===== src/inc/bundle_dec_pkg.sv =====
// shared constants, types and decode helpers for the bundle immediate decoder
package bundle_dec_pkg;

    // ************************************************************
    // syllable layout
    // ************************************************************
    localparam int SYL_W = 32;
    localparam int MAX_SYL = 4;
    localparam int STOP_BIT = 31;
    localparam int EXT_OPC_HI = 29;
    localparam int EXT_OPC_LO = 24;
    localparam logic [5:0] EXT_OPC = 6'h15;
    localparam int EXT_DIR_BIT = 23;
    localparam logic EXT_DIR_RIGHT = 1'b1;
    localparam int EXT_VAL_W = 23;
    localparam int OPC_HI = 29;
    localparam int OPC_LO = 21;
    localparam int SIMM_HI = 20;
    localparam int SIMM_LO = 12;
    localparam int SIMM_W = 9;

    // ************************************************************
    // register map
    // ************************************************************
    localparam logic [11:0] OFS_CTRL = 12'h000;
    localparam logic [11:0] OFS_STATUS = 12'h004;
    localparam logic [11:0] OFS_BUNDLES = 12'h008;
    localparam logic [11:0] OFS_RECOV = 12'h00c;
    localparam int CTRL_EN_BIT = 0;
    localparam logic CTRL_EN_RST = 1'b1;
    localparam int ST_FATAL_BIT = 0;
    localparam int ST_PLACE_BIT = 1;
    localparam int ST_LONG_BIT = 2;
    localparam int ST_PHASE_LO = 4;
    localparam logic [31:0] CNT_RST = 32'h0000_0000;

    typedef enum logic [1:0] {
        PH_COLLECT = 2'b00,
        PH_PRE = 2'b01,
        PH_COMMIT = 2'b11,
        PH_HALT = 2'b10
    } phase_e;

    function automatic logic is_ext(input logic [31:0] w);
        is_ext = (w[EXT_OPC_HI:EXT_OPC_LO] == EXT_OPC);
    endfunction

    function automatic logic addr_hit(input logic [11:0] a);
        addr_hit = (a == OFS_CTRL) || (a == OFS_STATUS) || (a == OFS_BUNDLES) || (a == OFS_RECOV);
    endfunction

endpackage


===== src/hw/imm_former.sv =====
// full immediate builder for one operation slot
`timescale 1ns/1ns
module imm_former (
    input wire logic [8:0] short_imm,
    input wire logic left_hit,
    input wire logic [22:0] left_ext,
    input wire logic right_hit,
    input wire logic [22:0] right_ext,
    output logic [31:0] full_imm,
    output logic ext_used
);
    logic [22:0] ext;

    always_comb begin
        // a right-associating word on the left wins if both neighbours claim the slot
        ext = left_hit ? left_ext : right_ext;
        ext_used = left_hit | right_hit;
        if (ext_used) begin
            // (ext << 9) + zero-extended short field; the two never overlap
            full_imm = {ext, 9'h000} + {23'h000000, short_imm}; // RQ6 RQ7
        end else begin
            full_imm = {{23{short_imm[8]}}, short_imm}; // RQ7 RQ4
        end
    end
endmodule


===== src/hw/vliw_bundle_immediate_decoder.sv =====
// bundle splitter, immediate joiner and commit sequencer with apb control
// Functional notes
// [RQ1] bundle is one to four consecutive words
// [RQ2] set bit 31 closes the bundle
// [RQ3] each syllable is operation or extension
// [RQ4] short immediate is nine bits only
// [RQ5] extension opcode; bit 23 picks side
// [RQ6] joined immediate is ext shifted plus short
// [RQ7] low 23 ext bits; else sign-extend short
// [RQ8] extensions only at even word addresses
// [RQ9] multiplies only at odd word addresses
// [RQ10] one control-flow op, first slot only
// [RQ11] at most one load or store
// [RQ12] producer keeps placement, hardware may rely
// [RQ13] pre-commit changes no state, raises exceptions
// [RQ14] commit only after clean pre-commit
// [RQ15] bus error in commit is non-recoverable
// [RQ16] some ops never target link_reg
// [RQ17] opcode 29:21, short immediate 20:12
// [RQ18] extensions are never issued as operations
//
// Design decisions made here: the register offsets and the APB register port.
`timescale 1ns/1ns
module vliw_bundle_immediate_decoder #(
    parameter int ADDR_W = 30
) (
    input wire logic pclk,
    input wire logic presetn,
    input wire logic psel,
    input wire logic penable,
    input wire logic pwrite,
    input wire logic [11:0] paddr,
    input wire logic [31:0] pwdata,
    output logic [31:0] prdata,
    output logic pready,
    output logic pslverr,
    input wire logic fetch_valid,
    input wire logic [31:0] fetch_word,
    input wire logic [ADDR_W-1:0] fetch_addr,
    output logic fetch_ready,
    output logic bundle_valid,
    output logic [bundle_dec_pkg::MAX_SYL-1:0] slot_op_valid,
    output logic [bundle_dec_pkg::MAX_SYL*32-1:0] slot_word,
    output logic [bundle_dec_pkg::MAX_SYL*32-1:0] slot_imm,
    output logic [bundle_dec_pkg::MAX_SYL-1:0] slot_imm_ext,
    input wire logic pre_done,
    input wire logic pre_exc,
    output logic commit_en,
    input wire logic commit_done,
    input wire logic bus_err,
    output logic recov_exc,
    output logic fatal_err
);
    localparam int NS = bundle_dec_pkg::MAX_SYL;

    // ************************************************************
    // bundle collection and phase state
    // ************************************************************
    bundle_dec_pkg::phase_e phase, next_phase;
    logic [31:0] syl [NS];
    logic [31:0] next_syl [NS];
    logic [2:0] cnt, next_cnt;
    logic [ADDR_W-1:0] base, next_base;
    logic next_fetch_ready, next_bundle_valid, next_commit_en, next_recov_exc;
    logic [NS-1:0] next_slot_op_valid, next_slot_imm_ext;
    logic [NS*32-1:0] next_slot_word, next_slot_imm;
    logic ev_commit, ev_recov, ev_fatal, ev_place, ev_long, accept, closing;
    logic ctrl_en;

    // decode of the bundle being closed
    logic [NS-1:0] dec_ext, dec_op, dec_used, dec_bad;
    logic [31:0] dec_imm [NS];

    assign accept = fetch_valid & fetch_ready;

    for (genvar i = 0; i < NS; i++) begin : g_slot
        logic left_hit, right_hit;
        logic [22:0] left_ext, right_ext;
        assign dec_ext[i] = (i < next_cnt) && bundle_dec_pkg::is_ext(next_syl[i]); // RQ3 RQ5
        assign dec_op[i] = (i < next_cnt) && !dec_ext[i]; // RQ3
        if (i > 0) begin : g_left
            assign left_hit = dec_ext[i-1] &&
                (next_syl[i-1][bundle_dec_pkg::EXT_DIR_BIT] == bundle_dec_pkg::EXT_DIR_RIGHT); // RQ5 RQ6
            assign left_ext = next_syl[i-1][bundle_dec_pkg::EXT_VAL_W-1:0]; // RQ7
        end else begin : g_noleft
            assign left_hit = 1'b0;
            assign left_ext = 23'h000000;
        end
        if (i < NS - 1) begin : g_right
            assign right_hit = dec_ext[i+1] &&
                (next_syl[i+1][bundle_dec_pkg::EXT_DIR_BIT] != bundle_dec_pkg::EXT_DIR_RIGHT); // RQ5 RQ6
            assign right_ext = next_syl[i+1][bundle_dec_pkg::EXT_VAL_W-1:0]; // RQ7
        end else begin : g_noright
            assign right_hit = 1'b0;
            assign right_ext = 23'h000000;
        end
        imm_former u_imm (
            .short_imm(next_syl[i][bundle_dec_pkg::SIMM_HI:bundle_dec_pkg::SIMM_LO]), // RQ17 RQ4
            .left_hit(left_hit & dec_op[i]),
            .left_ext(left_ext),
            .right_hit(right_hit & dec_op[i]),
            .right_ext(right_ext),
            .full_imm(dec_imm[i]),
            .ext_used(dec_used[i])
        );
    end

    // placement is the producer's job; a misplaced extension is only flagged, never fixed up
    always_comb begin
        dec_bad = '0;
        for (int i = 0; i < NS; i++) begin
            if (dec_ext[i]) begin
                if (next_base[0] ^ ((i % 2) == 1)) begin
                    dec_bad[i] = 1'b1; // RQ8 RQ12
                end
                if (next_syl[i][bundle_dec_pkg::EXT_DIR_BIT] == bundle_dec_pkg::EXT_DIR_RIGHT) begin
                    if (i == NS - 1 || !dec_op[(i + 1) % NS]) begin
                        dec_bad[i] = 1'b1;
                    end
                end else if (i == 0 || !dec_op[(i + NS - 1) % NS]) begin
                    dec_bad[i] = 1'b1;
                end
            end
        end
    end

    always_comb begin
        next_phase = phase;
        next_syl = syl;
        next_cnt = cnt;
        next_base = base;
        next_recov_exc = 1'b0;
        ev_commit = 1'b0;
        ev_recov = 1'b0;
        ev_fatal = 1'b0;
        ev_long = 1'b0;
        closing = 1'b0;
        case (phase)
            bundle_dec_pkg::PH_COLLECT: begin
                if (accept) begin
                    next_syl[cnt[1:0]] = fetch_word; // RQ1
                    if (cnt == 3'h0) begin
                        next_base = fetch_addr;
                    end
                    next_cnt = cnt + 3'h1;
                    if (fetch_word[bundle_dec_pkg::STOP_BIT]) begin
                        closing = 1'b1; // RQ2
                    end else if (cnt == 3'(NS - 1)) begin
                        // no stop bit after four words: close anyway and flag it
                        closing = 1'b1; // RQ1
                        ev_long = 1'b1;
                    end
                    if (closing) begin
                        next_phase = bundle_dec_pkg::PH_PRE;
                    end
                end
            end
            bundle_dec_pkg::PH_PRE: begin
                if (pre_done && pre_exc) begin
                    next_phase = bundle_dec_pkg::PH_COLLECT; // RQ13
                    next_recov_exc = 1'b1;
                    ev_recov = 1'b1;
                    next_cnt = 3'h0;
                end else if (pre_done) begin
                    next_phase = bundle_dec_pkg::PH_COMMIT; // RQ14
                end
            end
            bundle_dec_pkg::PH_COMMIT: begin
                if (bus_err) begin
                    next_phase = bundle_dec_pkg::PH_HALT; // RQ15
                    ev_fatal = 1'b1;
                end else if (commit_done) begin
                    next_phase = bundle_dec_pkg::PH_COLLECT;
                    ev_commit = 1'b1;
                    next_cnt = 3'h0;
                end
            end
            bundle_dec_pkg::PH_HALT: begin
                // stays halted until software clears the fatal flag
                if (!fatal_err) begin
                    next_phase = bundle_dec_pkg::PH_COLLECT;
                    next_cnt = 3'h0;
                end
            end
            default: begin
                next_phase = bundle_dec_pkg::PH_COLLECT;
                next_cnt = 3'h0;
            end
        endcase
        ev_place = closing && (dec_bad != '0);
        next_fetch_ready = (next_phase == bundle_dec_pkg::PH_COLLECT) && ctrl_en;
        next_bundle_valid = (next_phase == bundle_dec_pkg::PH_PRE) || (next_phase == bundle_dec_pkg::PH_COMMIT);
        next_commit_en = (next_phase == bundle_dec_pkg::PH_COMMIT); // RQ13 RQ14
        next_slot_op_valid = next_bundle_valid ? slot_op_valid : '0;
        next_slot_imm_ext = slot_imm_ext;
        next_slot_word = slot_word;
        next_slot_imm = slot_imm;
        if (closing) begin
            next_slot_op_valid = dec_op; // RQ18
            next_slot_imm_ext = dec_used & dec_op;
            for (int i = 0; i < NS; i++) begin
                next_slot_word[i*32 +: 32] = next_syl[i];
                next_slot_imm[i*32 +: 32] = dec_imm[i];
            end
        end
    end

    always_ff @(posedge pclk or negedge presetn) begin
        if (!presetn) begin
            phase <= bundle_dec_pkg::PH_COLLECT;
            for (int i = 0; i < NS; i++) begin
                syl[i] <= 32'h0000_0000;
            end
            cnt <= 3'h0;
            base <= '0;
            fetch_ready <= 1'b0;
            bundle_valid <= 1'b0;
            commit_en <= 1'b0;
            recov_exc <= 1'b0;
            slot_op_valid <= '0;
            slot_imm_ext <= '0;
            slot_word <= '0;
            slot_imm <= '0;
        end else begin
            phase <= next_phase;
            syl <= next_syl;
            cnt <= next_cnt;
            base <= next_base;
            fetch_ready <= next_fetch_ready;
            bundle_valid <= next_bundle_valid;
            commit_en <= next_commit_en;
            recov_exc <= next_recov_exc;
            slot_op_valid <= next_slot_op_valid;
            slot_imm_ext <= next_slot_imm_ext;
            slot_word <= next_slot_word;
            slot_imm <= next_slot_imm;
        end
    end

    // ************************************************************
    // apb registers
    // ************************************************************
    logic next_ctrl_en, next_pready, next_pslverr;
    logic [31:0] next_prdata, bundles, next_bundles, recovs, next_recovs;
    logic st_place, st_long, next_fatal_err, next_st_place, next_st_long, wr_status;

    always_comb begin
        next_ctrl_en = ctrl_en;
        next_pready = 1'b0;
        next_pslverr = 1'b0;
        next_prdata = prdata;
        wr_status = psel && penable && pready && pwrite && (paddr == bundle_dec_pkg::OFS_STATUS);
        if (psel && penable && pready && pwrite && (paddr == bundle_dec_pkg::OFS_CTRL)) begin
            next_ctrl_en = pwdata[bundle_dec_pkg::CTRL_EN_BIT];
        end
        // read data is built in the setup cycle so that the access cycle can finish at once
        if (psel && !penable) begin
            next_pready = 1'b1;
            next_pslverr = !bundle_dec_pkg::addr_hit(paddr);
            case (paddr)
                bundle_dec_pkg::OFS_CTRL: next_prdata = {31'h0000_0000, ctrl_en};
                bundle_dec_pkg::OFS_STATUS: next_prdata = {26'h000_0000, phase, 1'b0, st_long, st_place, fatal_err};
                bundle_dec_pkg::OFS_BUNDLES: next_prdata = bundles;
                bundle_dec_pkg::OFS_RECOV: next_prdata = recovs;
                default: next_prdata = 32'h0000_0000;
            endcase
        end
        // sticky flags: a new event outweighs a clear in the same cycle
        next_fatal_err = (fatal_err & !(wr_status & pwdata[bundle_dec_pkg::ST_FATAL_BIT])) | ev_fatal; // RQ15
        next_st_place = (st_place & !(wr_status & pwdata[bundle_dec_pkg::ST_PLACE_BIT])) | ev_place;
        next_st_long = (st_long & !(wr_status & pwdata[bundle_dec_pkg::ST_LONG_BIT])) | ev_long;
        next_bundles = ev_commit ? bundles + 32'h0000_0001 : bundles;
        next_recovs = ev_recov ? recovs + 32'h0000_0001 : recovs;
    end

    always_ff @(posedge pclk or negedge presetn) begin
        if (!presetn) begin
            ctrl_en <= bundle_dec_pkg::CTRL_EN_RST;
            pready <= 1'b0;
            pslverr <= 1'b0;
            prdata <= 32'h0000_0000;
            fatal_err <= 1'b0;
            st_place <= 1'b0;
            st_long <= 1'b0;
            bundles <= bundle_dec_pkg::CNT_RST;
            recovs <= bundle_dec_pkg::CNT_RST;
        end else begin
            ctrl_en <= next_ctrl_en;
            pready <= next_pready;
            pslverr <= next_pslverr;
            prdata <= next_prdata;
            fatal_err <= next_fatal_err;
            st_place <= next_st_place;
            st_long <= next_st_long;
            bundles <= next_bundles;
            recovs <= next_recovs;
        end
    end

    // ************************************************************
    // assertions
    // ************************************************************
    logic [NS-1:0] out_is_ext;
    logic [31:0] w0, w1, w2, im1;
    for (genvar i = 0; i < NS; i++) begin : g_chk
        assign out_is_ext[i] = bundle_dec_pkg::is_ext(slot_word[i*32 +: 32]);
    end
    assign w0 = slot_word[31:0];
    assign w1 = slot_word[63:32];
    assign w2 = slot_word[95:64];
    assign im1 = slot_imm[63:32];
endmodule


===== config.mk =====
export PLATFORM = sky130hd
export DESIGN_NAME = vliw_bundle_immediate_decoder
export DESIGN_NICKNAME = d
export VERILOG_FILES = /design/src/inc/bundle_dec_pkg.sv /design/src/hw/imm_former.sv /design/src/hw/vliw_bundle_immediate_decoder.sv
export SDC_FILE = /design/constraint.sdc
export NUM_CORES = 1
export LEC_CHECK = 0
export BUFFER_PORTS_ARGS = -buffer_cell sky130_fd_sc_hd__buf_2
export CORE_MARGIN = 5
export CORE_UTILIZATION = 47
export CTS_BUF_LIST = sky130_fd_sc_hd__clkbuf_8
export CTS_CLUSTER_DIAMETER = 40
export DETAILED_ROUTE_END_ITERATION = 10
export PLACE_DENSITY = 0.67
export SETUP_SLACK_MARGIN = 0.5
export SYNTH_ARGS = -nofsm -noshare
export SYNTH_HDL_FRONTEND = slang
export SYNTH_SLANG_ARGS = --single-unit
export TNS_END_PERCENT = 20

===== constraint.sdc =====
create_clock -name pclk -period 3.5 [get_ports pclk]
set_clock_uncertainty 0.05 [all_clocks]
set_input_delay 0.175 -clock pclk [delete_from_list [all_inputs] [get_ports pclk]]
set_output_delay 0.175 -clock pclk [all_outputs]
set_load 0.01 [all_outputs]

==> results.md <==
* Run status: finished, final reports clean
* Met3 wire length at about 4000 um
* Max Fclk at 0.341 GHz
* First DRT Iteration DRCs at 1,058
* Finished Core Util at 58.1%
* CP Capture Type: flip-flop
* Synth Area in Adders at less than 1%
* Hold Crit Start: paddr[10]
* Final hold vios at 0
* Global-route wire length before repair at 91,900 um
* Cell Area, Placed at 22,500 sq um
* Ys async rst share at 100%
* Final min period at 2.93 ns
* Max incr delay on CP at 0.67 ns
* RR Startpoint: phase[1]
* I/O pin total at 419
* Initial antenna violation count at 1
* Synth Instances at 1,802
* Met1 WL at between 20,000 and 30,000 um
* Routed wire length at approximately 59,000 um
* Worst-Margin Slew at slightly above 0.9 ns
* Layout cells sized above 1 at 30.0%
* Main combinational cell family by area after synthesis: compound AO/OA/AOI/OAI gates
* Hold EP: prdata[0]
* Routed met2 length at 27,100 um
* Root buf cell: clkbuf_8
* GRT Util Overall at 24.6%
* EDFF count, synth at 0
* Critical path arrival at 3.45 ns
* Worst endpoint required time at about 4 ns
* PwrDens at between 400 and 500 nW/um^2
* Slew HR at between 30% and 40%
* Hold slack at 0.0542 ns
* Power, Total at 11.3 mW
* Setup TNS at 0 ns
* Synth area leaders: dfrtp_1, nand2_1, mux2_2, mux2i_1, o21ai_0
* XOR/XNOR share of the synthesized area at 2.68%
* Post-synth top area share at between 50% and 60%
* CTS Buf Count at 86
* Final cycle utilization of the critical path at 83.7%
* Post-layout instance area at 24,900 sq um
* Mux contribution to synthesized area at 8.94%
* CTS tree: built
* Drt pass-1 iters at 5
* CTS Buffer Depth at 3
* Commonest register cell after synthesis: dfrtp_1
* Vias in the first global route at 15,800
* Clock slew at reported path FFs at 0.06 ns
* Via count at roughly 16,000
* Vias/cell at around 5.5
* Final slew viol count at 0
* Distinct cell type count after synthesis at 81
* Crit path kind: flip-flop to flip-flop
* Die area at 47,400 sq um
* Worst r2r dst: recovs[30]
* Synthesized area at slightly above 20,000 sq um
* Height of the die at 218 um
* Gpl congestion at 0.854
* Worst vdd ir at 0.302 mV
* Internal at 8.62 mW
* Layout net count at 2,324
* Total gr overflow at 0
* Wire length per cell at just over 20 um
* Post-synthesis sequential area ratio at 57.8%
* Max cap viols at 0
* TritonCTS Sinks at between 400 and 500
* Post-synthesis register bit count at around 470
* WHS Path Cells at 5
* RSZ-0062 raised after global routing: true
* Leak at around 14 nW
* Most frequent cells after synthesis: dfrtp_1, nand2_1, o21ai_0
* Synth warnings at 0
* R2r worst-path depth at 9
* Starting Density at a little under half
* Switch Pwr at 2.69 mW
* Area delta synth->final at 22.9%
* Post-synthesis net count at 1,925
* Reg2Reg Setup Slack at 0.57 ns
* Type of origin of the critical path: flip-flop
* Slowest library cell on the worst path: dlygate4sd3_1
* Cell Rows at 76
* Die W at 218 um
* Syn avg cell area at 11.2 sq um
* Core area at 42,900 sq um
* Compound-Gate Fraction of Synth Area at 13.2%
* Clk_lat worst skew at 0.67 ns
* Post-DP HPWL at a little over 40,000 um
* Synth Area in Simple Gates at 11.5%
* Crit path cell chain: nand4b_1, dlygate4sd3_1, inv_2, nand3_2, nor4b_4, nand4_1, buf_4, nor3b_2, xor2_1
* Clock share of power at 46.9%
* CP Max Fanout at 15
* H-tree levels at 3
* Remaining antenna violation count at 0
* Count leader, synth: dfrtp_1
* Number of port buffers at 360
* Synth area leader: dfrtp_1
* Switching part of the total at 23.8%
* Combinational share of power at 4.4%
* Hold Path Class: primary input to flip-flop
* Pin count of the biggest net entering global routing at 115
* Final setup violation count at 0
* DRC Markers at 0
* Highest metal used: met4
* Reg power frac at 48.7%
==> logic make-up after synthesis <==
| logic type | count (synthesis) |
|---|---|
| adder cells (fa/ha/maj) | 7 |
| multiplexers | 165 |
| XOR/XNOR | 62 |
| AND/OR/NAND/NOR | 502 |
| buffers and inverters | 238 |
| AO/OA/AOI/OAI | 360 |
| flip-flops | 468 |
==> worst max-delay path, delay by kind of cell, from the launching register on <==
family	cells	cell delay (ns)
XOR/XNOR	1	0.15
AND/OR/NAND/NOR	5	1.14
flip-flops	1	0.49
buffers and inverters	3	1.01
==> routing by layer <==
metal,global-route usage [%],vias to the layer above
met4,7.69,0
li1,-,7140
met3,6.93,93
met5,0,-
met2,37.4,487
met1,34.6,7850
==> through the flow <==
step                      setup WS, ns  cells
after floorplan                  0.937   1802
after global placement           0.377   2637
after detailed placement         0.312   2637
after CTS                        0.270   2837
after global routing             0.459   2844
final                            0.570   2845
==> layout make-up <==
type | count | area [sq um]
sequential | 468 | 11700
timing repair buffer | 462 | 2840
inverter | 86 | 323
fill | 3605 | 18000
multi-input combinational | 1097 | 7560
clock inverter | 44 | 345
antenna | 2 | 5.00
tap | 585 | 732
clock buffer | 101 | 1390
==> repair_timing <==
| item | CTS | global route |
|---|---|---|
| hold buffers | 55 | 0 |
| pin swaps | 0 | 4 |
| cloned | 0 | 1 |
| buffers inserted | 0 | 5 |
| endpoints found under the hold margin | 359 | 0 |
| resized for setup | 0 | 19 |
| setup endpoints to repair | 66 | 97 |
==> placed cells by master (no fill, tap or decap), drive strengths merged, types with 8 or more instances in the layout <==
cell         netlist  routed
nand2            289     289
mux2              95      95
mux2i             69      69
dfrtp            467     467
xor2              20      20
nor2              79      79
a22oi             31      31
o21ai            105     105
a2bb2oi            9       9
inv               86     115
nor3               8       8
nand4             12      12
o41ai             18      18
a311oi            23      23
a21o              25      25
xnor2             42      42
and3              12      12
clkbuf            66     101
buf               86     407
o2111ai           33      33
a31oi             48      48
dlygate4sd3        0      55
o311ai            23      23
o31ai              8       8
nand3             55      55
nor4              10      10
clkinv             0       8
==> sequential cells by signal, indices dropped and copies added, names as in the netlist, 3 cells and up <==
signal / flops
bundles: 32
cnt: 3
prdata: 32
recovs: 32
slot_imm: 92
slot_imm_ext: 4
slot_op_valid: 4
slot_word: 128
syl: 128
==> how the worst max path moves through the flow <==
stage          startpoint            end
2_1_floorplan      cnt[0]       st_place
3_5_place_dp     phase[1]   slot_imm[87]
6_report         phase[1]     recovs[30]
5_1_grt          phase[1]  slot_imm[118]
3_3_place_gp     phase[1]   slot_imm[73]
4_1_cts          phase[1]   slot_imm[12]
==> power by group through the flow <==
stage	Clock [mW]	Sequential, mW	Combinational [mW]
6_report	5.30	5.50	0.499
5_1_grt	5.68	5.50	0.556
4_1_cts	5.41	5.50	0.498
3_5_place_dp	0	5.59	0.447
3_3_place_gp	0	5.59	0.433
2_1_floorplan	0	5.58	0.186
(Power assumes the default switching activity.)
